$ cat src/als_pkg.sv
// Shared constants, types and helper functions for the light sensor control block.
package als_pkg;
    localparam int unsigned CLK_KHZ       = 40000;
    localparam int unsigned T_SHORT_MS    = 100;
    localparam int unsigned T_LONG_MS     = 800;
    localparam int unsigned T_OVERHEAD_MS = 3;
    localparam int unsigned T_ASSESS_MS   = 10;
    localparam int unsigned T_HANG_MS     = 28;
    localparam int unsigned SHORT_CYC     = T_SHORT_MS * CLK_KHZ;
    localparam int unsigned LONG_CYC      = T_LONG_MS * CLK_KHZ;
    localparam int unsigned OVH_CYC       = T_OVERHEAD_MS * CLK_KHZ;
    localparam int unsigned ASSESS_CYC    = T_ASSESS_MS * CLK_KHZ;
    localparam int unsigned HANG_CYC      = T_HANG_MS * CLK_KHZ;
    localparam int          CNT_W         = 26;

    localparam logic [6:0]  DEV_ADDR      = 7'h44;
    localparam logic [3:0]  RANGE_AUTO    = 4'hC;
    localparam logic [3:0]  RANGE_MAX     = 4'hB;
    localparam logic [1:0]  MODE_OFF      = 2'h0;
    localparam logic [1:0]  MODE_SINGLE   = 2'h1;

    localparam logic [7:0]  REG_CFG       = 8'h00;
    localparam logic [7:0]  REG_RESULT    = 8'h04;
    localparam logic [7:0]  REG_LOW       = 8'h08;
    localparam logic [7:0]  REG_HIGH      = 8'h0C;
    localparam logic [7:0]  REG_STATUS    = 8'h10;
    localparam logic [7:0]  REG_MASK      = 8'h14;

    localparam int          CFG_MODE_LSB  = 0;
    localparam int          CFG_LONG_BIT  = 2;
    localparam int          CFG_RANGE_LSB = 3;
    localparam int          CFG_LEVEL_BIT = 7;
    localparam logic [15:0] CFG_RST       = 16'h0060;
    localparam logic [15:0] LOW_RST       = 16'h0000;
    localparam logic [15:0] HIGH_RST      = 16'hBFFF;

    localparam int          ST_W          = 4;
    localparam int          ST_DONE       = 0;
    localparam int          ST_HIGH       = 1;
    localparam int          ST_LOW        = 2;
    localparam int          ST_HANG       = 3;

    typedef enum logic [2:0] {C_IDLE = 3'h1, C_ASSESS = 3'h2, C_INTEG = 3'h4} conv_state_t;
    typedef enum logic [7:0] {I_IDLE = 8'h01, I_ADDR = 8'h02, I_ADEC = 8'h04, I_ACK = 8'h08,
                              I_TX = 8'h10, I_MACK = 8'h20, I_RX = 8'h40, I_WACK = 8'h80} bus_state_t;

    // Smallest exponent that keeps the mantissa within twelve bits.
    function automatic logic [3:0] range_pick(input logic [22:0] lvl);
        logic [3:0] e;
        e = RANGE_MAX;
        for (int i = 11; i >= 0; i--) begin
            if ((lvl >> i) < 23'h001000) begin
                e = 4'(i);
            end
        end
        return e;
    endfunction

    function automatic logic [11:0] mant_of(input logic [22:0] lvl, input logic [3:0] e);
        logic [22:0] m;
        m = lvl >> e;
        return (m > 23'h000FFF) ? 12'hFFF : m[11:0];
    endfunction

    function automatic logic [22:0] to_lux(input logic [15:0] r);
        logic [22:0] m;
        m = {11'h000, r[11:0]} << r[15:12];
        return m;
    endfunction
endpackage

$ cat src/bus_watch.sv
// Serial pin synchroniser, start/stop and edge detection, and clock-held-low watchdog.
`timescale 1ns/1ps
module bus_watch #(
    parameter int unsigned HANG_CYC = als_pkg::HANG_CYC
) (
    // Clock and reset
    input  wire logic mclk,
    input  wire logic resetn,
    // Bus pins
    input  wire logic scl_in,
    input  wire logic sda_in,
    // Conditioned bus events
    output logic      scl_s,
    output logic      sda_s,
    output logic      start,
    output logic      stop,
    output logic      rise,
    output logic      fall,
    output logic      hang
);
    import als_pkg::*;

    typedef struct packed {
        logic [1:0]       s1;
        logic [1:0]       s2;
        logic [1:0]       pv;
        logic [CNT_W-1:0] cnt;
        logic             hang;
    } watch_t;

    watch_t w_r;
    watch_t w_nxt;

    always_comb begin
        w_nxt      = w_r;
        w_nxt.s1   = {scl_in, sda_in};
        w_nxt.s2   = w_r.s1;
        w_nxt.pv   = w_r.s2;
        w_nxt.hang = 1'b0;
        if (w_r.s2[1]) begin
            w_nxt.cnt = '0;
        end else if (w_r.cnt != CNT_W'(HANG_CYC - 1)) begin
            w_nxt.cnt  = w_r.cnt + 1'b1;
            w_nxt.hang = (w_r.cnt == CNT_W'(HANG_CYC - 2));
        end
    end

    always_ff @(posedge mclk or negedge resetn) begin
        if (!resetn) begin
            w_r <= '{s1: 2'h3, s2: 2'h3, pv: 2'h3, cnt: '0, hang: 1'b0};
        end else begin
            w_r <= w_nxt;
        end
    end

    assign scl_s = w_r.s2[1];
    assign sda_s = w_r.s2[0];
    assign rise  = w_r.s2[1] & ~w_r.pv[1];
    assign fall  = ~w_r.s2[1] & w_r.pv[1];
    assign start = w_r.s2[1] & w_r.pv[1] & w_r.pv[0] & ~w_r.s2[0];
    assign stop  = w_r.s2[1] & w_r.pv[1] & ~w_r.pv[0] & w_r.s2[0];
    assign hang  = w_r.hang;
endmodule // bus_watch

$ cat src/conv_seq.sv
// Conversion sequencer: shutdown, single-shot and continuous timing with automatic ranging.
`timescale 1ns/1ps
module conv_seq #(
    parameter int unsigned SHORT_CYC  = als_pkg::SHORT_CYC,
    parameter int unsigned LONG_CYC   = als_pkg::LONG_CYC,
    parameter int unsigned OVH_CYC    = als_pkg::OVH_CYC,
    parameter int unsigned ASSESS_CYC = als_pkg::ASSESS_CYC
) (
    // Clock and reset
    input  wire logic        mclk,
    input  wire logic        resetn,
    // Configuration
    input  wire logic [1:0]  mode,
    input  wire logic        long_sel,
    input  wire logic [3:0]  range_select_field,
    // Front end level
    input  wire logic [22:0] light_level,
    // Measurement result
    output logic [15:0]      result,
    output logic             done,
    output logic             busy
);
    import als_pkg::*;

    typedef struct packed {
        conv_state_t      st;
        logic [CNT_W-1:0] cnt;
        logic [CNT_W-1:0] age;
        logic [3:0]       expo;
        logic [15:0]      res;
        logic             done;
    } seq_t;

    seq_t s_r;
    seq_t s_nxt;
    logic [CNT_W-1:0] load;

    always_comb begin
        load = long_sel ? CNT_W'(LONG_CYC + OVH_CYC - 1) : CNT_W'(SHORT_CYC + OVH_CYC - 1);
        s_nxt      = s_r;
        s_nxt.done = 1'b0;
        s_nxt.cnt  = s_r.cnt - 1'b1;
        s_nxt.age  = s_r.age + 1'b1;
        unique case (s_r.st)
            C_IDLE: begin
                s_nxt.cnt = s_r.cnt;
                // The cycle after a done still sees the old mode, so a finished single shot must not restart.
                if (mode != MODE_OFF && !s_r.done) begin
                    if (range_select_field == RANGE_AUTO) begin
                        s_nxt.st  = C_ASSESS;
                        s_nxt.cnt = CNT_W'(ASSESS_CYC - 1);
                    end else begin
                        s_nxt.st   = C_INTEG;
                        s_nxt.expo = (range_select_field > RANGE_MAX) ? RANGE_MAX : range_select_field;
                        s_nxt.cnt  = load;
                        s_nxt.age  = '0;
                    end
                end
            end
            C_ASSESS: begin
                if (s_r.cnt == '0) begin
                    s_nxt.st   = C_INTEG;
                    s_nxt.expo = range_pick(light_level);
                    s_nxt.cnt  = load;
                    s_nxt.age  = '0;
                end
            end
            C_INTEG: begin
                if (s_r.cnt == '0) begin
                    s_nxt.res  = {s_r.expo, mant_of(light_level, s_r.expo)};
                    s_nxt.done = 1'b1;
                    if (range_select_field == RANGE_AUTO) begin
                        s_nxt.expo = range_pick(light_level);
                    end
                    if (mode == MODE_SINGLE) begin
                        s_nxt.st = C_IDLE;
                    end else begin
                        s_nxt.cnt = load;
                        s_nxt.age = '0;
                    end
                end
            end
        endcase
        if (mode == MODE_OFF) begin
            s_nxt.st   = C_IDLE;
            s_nxt.done = 1'b0;
            s_nxt.res  = s_r.res;
        end
    end

    always_ff @(posedge mclk or negedge resetn) begin
        if (!resetn) begin
            s_r <= '{st: C_IDLE, cnt: '0, age: '0, expo: 4'h0, res: 16'h0000, done: 1'b0};
        end else begin
            s_r <= s_nxt;
        end
    end

    assign result = s_r.res;
    assign done   = s_r.done;
    assign busy   = (s_r.st != C_IDLE);
endmodule // conv_seq

$ cat src/light_sensor_measure_control.sv
// Top of the light sensor control: registers, serial target, window alert and interrupt.
// Summary of operation
// Serial clock held low for the hang timeout resets the serial state machine.
// Each measurement integrates over a short or a long selectable period.
// After reset the block sits in shutdown and converts nothing until commanded.
// Host selects continuous or single-shot conversions; sequencing follows the selected mode.
// Automatic ranging picks the full-scale range itself between measurements.
// Each completed result is readable as a lux word over the serial bus.
// Each result is compared to a programmable window and drives the alert pin.
// Result becomes readable after integration time plus a fixed overhead.
// Range field code 1100b selects automatic ranging; other codes are fixed ranges.
// Automatic ranging starts with a short range assessment measurement.
// Alert level 0 pulls the pin low when active; level 1 releases it.
// After a hang timeout the serial target ignores the bus until a start.
//
// Strobed register access and the register addresses are this design's own decisions.
`timescale 1ns/1ps
module light_sensor_measure_control #(
    parameter int unsigned SHORT_CYC  = als_pkg::SHORT_CYC,
    parameter int unsigned LONG_CYC   = als_pkg::LONG_CYC,
    parameter int unsigned OVH_CYC    = als_pkg::OVH_CYC,
    parameter int unsigned ASSESS_CYC = als_pkg::ASSESS_CYC,
    parameter int unsigned HANG_CYC   = als_pkg::HANG_CYC,
    parameter logic [6:0]  BUS_ADDR   = als_pkg::DEV_ADDR
) (
    // Clock and reset
    input  wire logic        mclk,
    input  wire logic        resetn,
    // Register port
    input  wire logic [7:0]  addr,
    input  wire logic [15:0] wdata,
    input  wire logic        wr,
    input  wire logic        rd,
    output logic [15:0]      rdata,
    // Front end level
    input  wire logic [22:0] light_level,
    // Two-wire bus pins
    input  wire logic        scl_in,
    input  wire logic        sda_in,
    output logic             sda_out,
    output logic             sda_oe_n,
    // Alert pin and interrupt
    output logic             alert_out,
    output logic             alert_oe_n,
    output logic             irq
);
    import als_pkg::*;

    typedef struct packed {
        logic [15:0]     cfg;
        logic [15:0]     lo;
        logic [15:0]     hi;
        logic [ST_W-1:0] status;
        logic [ST_W-1:0] mask;
        logic [15:0]     rdata;
        logic            irq;
        logic            alert_act;
        logic            alert_oe_n;
        logic            alert_out;
        bus_state_t      bst;
        logic [2:0]      bits;
        logic [7:0]      sh;
        logic            rw;
        logic            bsel;
        logic [15:0]     snap;
        logic            sda_oe_n;
        logic            sda_out;
    } top_t;

    top_t s_r;
    top_t s_nxt;

    logic        scl_s;
    logic        sda_s;
    logic        start;
    logic        stop;
    logic        rise;
    logic        fall;
    logic        hang;
    logic [15:0] result;
    logic        done;
    logic        busy;

    logic [22:0]     lux;
    logic            hi_f;
    logic            lo_f;
    logic [ST_W-1:0] ev;
    logic [ST_W-1:0] rd_clr;

    bus_watch #(
        .HANG_CYC (HANG_CYC)
    ) u_watch (
        .mclk   (mclk),
        .resetn (resetn),
        .scl_in (scl_in),
        .sda_in (sda_in),
        .scl_s  (scl_s),
        .sda_s  (sda_s),
        .start  (start),
        .stop   (stop),
        .rise   (rise),
        .fall   (fall),
        .hang   (hang)
    );

    conv_seq #(
        .SHORT_CYC  (SHORT_CYC),
        .LONG_CYC   (LONG_CYC),
        .OVH_CYC    (OVH_CYC),
        .ASSESS_CYC (ASSESS_CYC)
    ) u_seq (
        .mclk               (mclk),
        .resetn             (resetn),
        .mode               (s_r.cfg[CFG_MODE_LSB +: 2]),
        .long_sel           (s_r.cfg[CFG_LONG_BIT]),
        .range_select_field (s_r.cfg[CFG_RANGE_LSB +: 4]),
        .light_level        (light_level),
        .result             (result),
        .done               (done),
        .busy               (busy)
    );

    always_comb begin
        s_nxt       = s_r;
        s_nxt.rdata = 16'h0000;
        lux         = to_lux(result);
        hi_f        = lux > to_lux(s_r.hi);
        lo_f        = lux < to_lux(s_r.lo);
        ev          = '0;
        ev[ST_DONE] = done;
        ev[ST_HIGH] = done & hi_f;
        ev[ST_LOW]  = done & lo_f;
        ev[ST_HANG] = hang;
        rd_clr      = (rd && addr == REG_STATUS) ? '1 : '0;

        if (wr) begin
            case (addr)
                REG_CFG:  s_nxt.cfg  = wdata;
                REG_LOW:  s_nxt.lo   = wdata;
                REG_HIGH: s_nxt.hi   = wdata;
                REG_MASK: s_nxt.mask = wdata[ST_W-1:0];
                default:  ;
            endcase
        end
        if (rd) begin
            case (addr)
                REG_CFG:    s_nxt.rdata = s_r.cfg;
                REG_RESULT: s_nxt.rdata = result;
                REG_LOW:    s_nxt.rdata = s_r.lo;
                REG_HIGH:   s_nxt.rdata = s_r.hi;
                REG_STATUS: s_nxt.rdata = {12'h000, s_r.status};
                REG_MASK:   s_nxt.rdata = {12'h000, s_r.mask};
                default:    s_nxt.rdata = 16'h0000;
            endcase
        end

        // A status event in the same cycle as the clearing read survives.
        s_nxt.status = (s_r.status & ~rd_clr) | ev;

        // Single-shot hands back to shutdown once its result lands, even over a racing write.
        if (done && s_r.cfg[CFG_MODE_LSB +: 2] == MODE_SINGLE) begin
            s_nxt.cfg[CFG_MODE_LSB +: 2] = MODE_OFF;
        end

        // Transparent window: the alert follows the latest result.
        if (done) begin
            s_nxt.alert_act = hi_f | lo_f;
        end
        s_nxt.alert_oe_n = ~(s_nxt.alert_act ^ s_nxt.cfg[CFG_LEVEL_BIT]);
        s_nxt.alert_out  = 1'b0;
        s_nxt.irq        = |(s_nxt.status & s_nxt.mask);
        s_nxt.sda_out    = 1'b0;

        if (hang || stop) begin
            s_nxt.bst      = I_IDLE;
            s_nxt.sda_oe_n = 1'b1;
        end else if (start) begin
            s_nxt.bst      = I_ADDR;
            s_nxt.bits     = 3'h0;
            s_nxt.sda_oe_n = 1'b1;
        end else begin
            unique case (s_r.bst)
                I_IDLE: begin
                    s_nxt.bst = I_IDLE;
                end
                I_ADDR, I_RX: begin
                    if (rise) begin
                        s_nxt.sh   = {s_r.sh[6:0], sda_s};
                        s_nxt.bits = s_r.bits + 3'h1;
                        if (s_r.bits == 3'h7) begin
                            s_nxt.bst = (s_r.bst == I_ADDR) ? I_ADEC : I_WACK;
                        end
                    end
                end
                I_ADEC: begin
                    if (fall) begin
                        if (s_r.sh[7:1] == BUS_ADDR) begin
                            s_nxt.sda_oe_n = 1'b0;
                            s_nxt.rw       = s_r.sh[0];
                            s_nxt.snap     = result;
                            s_nxt.bsel     = 1'b0;
                            s_nxt.bst      = I_ACK;
                        end else begin
                            s_nxt.bst = I_IDLE;
                        end
                    end
                end
                I_WACK: begin
                    if (fall) begin
                        s_nxt.sda_oe_n = 1'b0;
                        s_nxt.rw       = 1'b0;
                        s_nxt.bst      = I_ACK;
                    end
                end
                I_ACK: begin
                    if (fall) begin
                        s_nxt.bits = 3'h0;
                        if (s_r.rw) begin
                            s_nxt.sh       = s_r.bsel ? s_r.snap[7:0] : s_r.snap[15:8];
                            s_nxt.bsel     = ~s_r.bsel;
                            s_nxt.sda_oe_n = s_nxt.sh[7];
                            s_nxt.bst      = I_TX;
                        end else begin
                            s_nxt.sda_oe_n = 1'b1;
                            s_nxt.bst      = I_RX;
                        end
                    end
                end
                I_TX: begin
                    if (fall) begin
                        if (s_r.bits == 3'h7) begin
                            s_nxt.sda_oe_n = 1'b1;
                            s_nxt.bst      = I_MACK;
                        end else begin
                            s_nxt.sh       = {s_r.sh[6:0], 1'b0};
                            s_nxt.sda_oe_n = s_r.sh[6];
                            s_nxt.bits     = s_r.bits + 3'h1;
                        end
                    end
                end
                I_MACK: begin
                    if (rise) begin
                        s_nxt.bst = sda_s ? I_IDLE : I_ACK;
                    end
                end
            endcase
        end
    end

    always_ff @(posedge mclk or negedge resetn) begin
        if (!resetn) begin
            s_r <= '{cfg: CFG_RST, lo: LOW_RST, hi: HIGH_RST, status: '0, mask: '0, rdata: 16'h0000,
                     irq: 1'b0, alert_act: 1'b0, alert_oe_n: 1'b1, alert_out: 1'b0, bst: I_IDLE,
                     bits: 3'h0, sh: 8'h00, rw: 1'b0, bsel: 1'b0, snap: 16'h0000, sda_oe_n: 1'b1,
                     sda_out: 1'b0};
        end else begin
            s_r <= s_nxt;
        end
    end

    assign rdata      = s_r.rdata;
    assign sda_out    = s_r.sda_out;
    assign sda_oe_n   = s_r.sda_oe_n;
    assign alert_out  = s_r.alert_out;
    assign alert_oe_n = s_r.alert_oe_n;
    assign irq        = s_r.irq;
endmodule // light_sensor_measure_control

$ cat config.mk
export PLATFORM = sky130hd
export DESIGN_NAME = light_sensor_measure_control
export DESIGN_NICKNAME = d
export VERILOG_FILES = /design/src/als_pkg.sv /design/src/bus_watch.sv /design/src/conv_seq.sv /design/src/light_sensor_measure_control.sv
export SDC_FILE = /design/constraint.sdc
export NUM_CORES = 1
export LEC_CHECK = 0
export BUFFER_PORTS_ARGS = -buffer_cell sky130_fd_sc_hd__buf_4
export CAP_MARGIN = 10
export CORE_MARGIN = 2
export CORE_UTILIZATION = 42
export CTS_BUF_LIST = sky130_fd_sc_hd__clkbuf_16
export CTS_CLUSTER_SIZE = 40
export DETAILED_ROUTE_END_ITERATION = 8
export PLACE_DENSITY = 0.68
export REMOVE_ABC_BUFFERS = 1
export SLEW_MARGIN = 10
export SYNTH_ARGS = -nofsm -noshare
export SYNTH_HDL_FRONTEND = slang
export SYNTH_HIERARCHICAL = 1
export SYNTH_SLANG_ARGS = --single-unit
export TNS_END_PERCENT = 20
$ cat constraint.sdc
create_clock -name mclk -period 3.8 [get_ports mclk]
set_clock_uncertainty 0.15 [all_clocks]
set_input_delay 0.57 -clock mclk [delete_from_list [all_inputs] [get_ports mclk]]
set_output_delay 0.57 -clock mclk [all_outputs]
set_load 0.05 [all_outputs]
# Word-level counts from Yosys, hierarchy flattened

Index checks and enable logic that the tools add are counted.
W data, S select, Z words.

Add/subtract/negate cells: 4
Shift-type cells: 4
Equal/unequal tests: 52
Order comparisons: 15
Muxes and demuxes: 73
Reduce and logical (&&, ||, !) cells: 33
Bitwise logic cells: 24

Operator list:

| cell                    | count |
|---|---|
| $pmux W59 S3            | 1 |
| $mux W59                | 2 |
| $pmux W16 S6            | 1 |
| $mux W19                | 5 |
| $mux W8                 | 10 |
| $mux W76                | 1 |
| $shl A12 B4 Y23         | 3 |
| $mux W4                 | 15 |
| $pmux W8 S7             | 1 |
| $add A26 B1 Y26 const B | 2 |
| $mux W52                | 1 |
| $mux W16                | 3 |
| $mux W40                | 1 |
| $ne A4 B4 Y1 const B    | 9 |
| $pmux W11 S3            | 1 |
| $mux W30                | 1 |
| $mux W29                | 1 |
| $mux W27                | 1 |
| $eq A26 B21 Y1 const B  | 1 |
| $logic_not A26 Y1       | 1 |
| $mux W26                | 1 |
| $ne A26 B21 Y1 const B  | 1 |
| $sub A26 B1 Y26 const B | 1 |
| $mux W25                | 1 |
| other kinds (69)        | 140 |

Input port bits: 53
Flip-flop bits (word level): 222
Output and inout port bits: 21
Logic and storage cells: 234

# Logic depth before layout (Yosys ltp)

Depth after elaboration: 16
Mapped depth: 17
Mapped depth without buffers: 15

# By module

The synthesis kept the hierarchy.

Modules (own cells, without submodules):

| module                       | cells each | sequential area each (um^2) | area an instance (um^2) | instances |
|---|---|---|---|---|
| light_sensor_measure_control | 865        | 2852.7                      | 8316.7                  | 1 |
| conv_seq                     | 482        | 1252.5                      | 4121.5                  | 1 |
| bus_watch                    | 173        | 833.3                       | 1711.6                  | 1 |

# Worst setup path before layout

No wires, ideal clock.

Path kind: flip-flop to flip-flop
From: reg, netlist name s_r[79]
To: reg s_r (netlist bit alert_oe_n)
Path slack: 0.534 ns
Cell stages (with the launch flop): 17
Path buffers: 2
Setup time: 0.072 ns
Arrival time: 3.044 ns
Path through: dfstp_2 clkbuf_1 buf_2 mux2i_1 mux2i_1 nand2b_1 o21ai_0 mux2i_1 inv_1 ha_1 and4_1 nor4bb_1 o21ai_0 o21ai_0 o211ai_1 nand3_1 xnor2_2

RTL lines:

| item                 | line                                | text |
|---|---|---|
| end signal, assigned | light_sensor_measure_control.sv:252 | `s_r <= '{cfg: CFG_RST, lo: LOW_RST, hi: HIGH_RST, status: '0, mask: '0, rdata: 16'h0000,` |
| end signal, assigned | light_sensor_measure_control.sv:257 | `s_r <= s_nxt;` |
| end, declared        | light_sensor_measure_control.sv:70  | `top_t s_r;` |

==> metrics.md <==
| Metric | Value |
|---|---|
| Most numerous cell in the Yosys netlist | `dfrtp_1` |
| Area growth syn-to-layout | `9.293%` |
| Setup TNS | `0 ns` |
| DP HPWL | `around 28000 um` |
| DR vias | `11.56k` |
| Post-Syn Instances | `1520` |
| Hold Path Depth | `1` |
| Largest net degree at the start of global routing | `88` |
| Starting Density | `about 42%` |
| Post-synth EDFFs | `0` |
| Crit-path cells | `buf_4, mux4_2, a22oi_1, mux2i_1, ha_1, and4_1, nor4bb_1, o21ai_0, o21ai_0, o211ai_1, nand3_1, xnor2_2` |
| CTS max path bufs | `2` |
| CTS H-tree depth | `4` |
| Final count of pins violating max slew | `0` |
| Core area | `33360 um2` |
| RD Place Congestion | `0.9203` |
| Vias in the first global route | `11.18k` |
| FMAX | `0.2755 GHz` |
| Slowest stage cell on the critical path | `mux4_2` |
| Clk sinks | `around 200` |
| Worst Reg-to-Reg Cells | `12` |
| Initial antenna violation count | `0` |
| Static Leak | `6.406 nW` |
| Post-synthesis sequential area ratio | `about a third` |
| Num rows | `67` |
| Biggest area consumer among synthesized cells | `dfrtp_1` |
| Share of post-route cells with drive strength above 1 | `19.80%` |
| Ant diodes | `0` |
| Area of the die | `35180 um2` |
| Max-Cap Viols | `0` |
| Power Dens Cells | `between 400 and 500 nW/um2` |
| Synth cell types | `90` |
| Status | `finished, final reports clean` |
| Area contributors post-synth | `dfrtp_1 (30%), mux2i_1 (8.4%), mux2_2 (5.8%)` |
| Post-synth top area share | `29.89%` |
| CTS tree | `built` |
| Global Route Usage Sum | `21.62%` |
| Final core occ | `46.35%` |
| Arr. time, crit path | `3.86 ns` |
| First-pass GRT wire length | `61050 um` |
| Final setup vio count | `0` |
| Critical path required time | `4.03 ns` |
| Peak supply drop | `333.1 uV` |
| Final WL | `37830 um` |
| Most used cell, CP | `o21ai_0` |
| Wire per inst | `19.13 um` |
| Peak per-stage delay on the critical path | `approximately 0.53 ns` |
| DR pass1 iterations | `8` |
| Fin nets | `between 1.5k and 2k` |
| Yosys Warn Count | `6` |
| Mapped Area | `between 10000 and 15000 um2` |
| Rel. slew slack | `19.94%` |
| Worst-path clk slew | `0.08 ns` |
| Worst-Skew Late Latency | `0.45 ns` |
| Final routed DRC violation total | `0` |
| TritonCTS buffer count | `17` |
| Boundary pin count | `74` |
| Synth cell count leaders | `dfrtp_1 (169), nand2_1 (134), nor2_1 (121)` |
| Fin. Hold Viols | `0` |
| Syn_area_per_cell | `around 9.3 um2` |
| Post-route ant nets | `0` |
| RSZ-0062 raised after global routing | `false` |
| Port Buffers | `between 70 and 80` |
| Worst-Margin Slew | `~1.2 ns` |
| Die height | `between 150 and 200 um` |
| Crit path time final | `3.629 ns` |
| Critical Path Start Type | `flop` |
| Via density per instance | `a little under 6` |
| Initial drt markers | `1062` |
| Hold/Removal Path Class | `input pin to flop` |
| Worst setup margin | `roughly 0.17 ns` |
| Grt ovf | `0` |
| Die X | `187.6 um` |
| Worst Setup End Kind | `flop` |
| Synth async-reset ratio | `100.0%` |
| Yosys reg bits | `196` |
| Crit-path max FO | `12` |
| Ys flop type | `dfrtp_1` |
| Part of the cycle the worst path needs | `a little over nine tenths` |
| Root Driver | `clkbuf_16` |
| Place WS | `0.1222 ns` |
| Worst Setup Path Type | `flop to flop` |
[cells by family after synthesis]
kind of cell | after synthesis | synth area share (%)
adder cells (fa/ha/maj) | 51 | 4.510
AO/OA/AOI/OAI | 352 | 15.74
AND/OR/NAND/NOR | 518 | 19.67
buffers and inverters | 153 | 5.509
XOR/XNOR | 22 | 1.415
other | 1 | 0.02650
flip-flops | 196 | 34.90
multiplexers | 227 | 18.23
[worst paths after layout]
| check | end | from | slack (ns) |
|---|---|---|---|
| worst max-delay path | alert_oe_n | u_seq/result[12] | 0.17 |
| worst min-delay path | u_watch/w_nxt[30] | scl_in | 0.07 |
| worst max register to register | alert_oe_n | u_seq/result[12] | 0.17 |
| worst min register to register | u_watch/sda_s | u_watch/w_nxt[29] | 0.21 |
| max in group asynchronous | s_r[82] | resetn | 2.10 |
| min in group asynchronous | u_watch/w_r[2] | resetn | 0.51 |
[through the flow]
stage	area [um2]	power [W]	hold WS (ns)	std cells
6_report	15460	0.006196	0.07200	1978
5_1_grt	15460	0.006548	0.05221	1978
4_1_cts	15460	0.006224	0.04767	1978
3_5_place_dp	14840	0.004308	0.1975	1945
3_3_place_gp	14840	0.004272	0.1975	1945
2_1_floorplan	13470	0.003769	0.1244	1394
[where the power goes]
group,switching [W],internal [W]
registers,0.000407,0.00226
logic,0.000894,0.000737
clock network,0.000950,0.000951
total,0.00225,0.00394
[area by class of cell]
type	count	area (um2)
Multi-Input combinational cell	1172	8448
Fill cell	3188	17900
Tap cell	448	560.5
Sequential cell	196	4946
Clock buffer	17	425.4
Timing Repair Buffer	104	802.0
Inverter	26	97.59
Clock inverter	15	185.2
[sequential cells by signal (all words and copies together), names as in the netlist, 2 cells and up]
signal,cells
rdata,16
s_r,94
u_seq/result,16
u_seq/s_r,33
u_watch/w_nxt,2
u_watch/w_r,28
[what timing repair did]
action                     4_1_cts  5_1_grt
hold endpoints to repair        54        0
buffers inserted                 0        0
setup endpoints to repair        0        2
hold buffers                     1        0
gates resized for setup          0        3
[routing by layer]
layer | vias up | GRT usage [%] | part of all wire (%)
li1 | 5554 | - | -
met5 | - | 0 | 0
met4 | 0 | 8.359 | 3.0
met1 | 5640 | 29.14 | 45
met2 | 304 | 34.87 | 47
met3 | 58 | 3.537 | 4.6
[cell usage in the layout (no fill, tap or decap), types with 11 or more instances in the layout]
cell type / n
ha_1: 51
mux2_2: 73
nand3_1: 28
nand4_1: 17
xnor2_1: 15
o22ai_1: 19
or3_1: 11
nand2_1: 134
a31oi_1: 24
clkbuf_16: 17
nor2_1: 121
inv_1: 25
o21ai_0: 85
a211oi_1: 11
buf_4: 101
mux2i_1: 119
nor3_1: 36
dfrtp_1: 166
a22o_1: 11
nor2b_1: 33
mux2_1: 15
a21oi_1: 97
and2_1: 24
mux4_2: 13
nand2b_1: 16
dfstp_2: 26
nor4_1: 11
[worst max-delay path, delay by kind of cell (launching register included)]
kind	cells	cell delay, ns
flops	1	0.50
buf+inv	1	0.23
mux	2	0.71
simple gates	3	0.78
compound gates	4	0.72
fa+ha+maj	1	0.33
xor+xnor	1	0.14
Note: power is estimated with default switching activity, not from simulation.
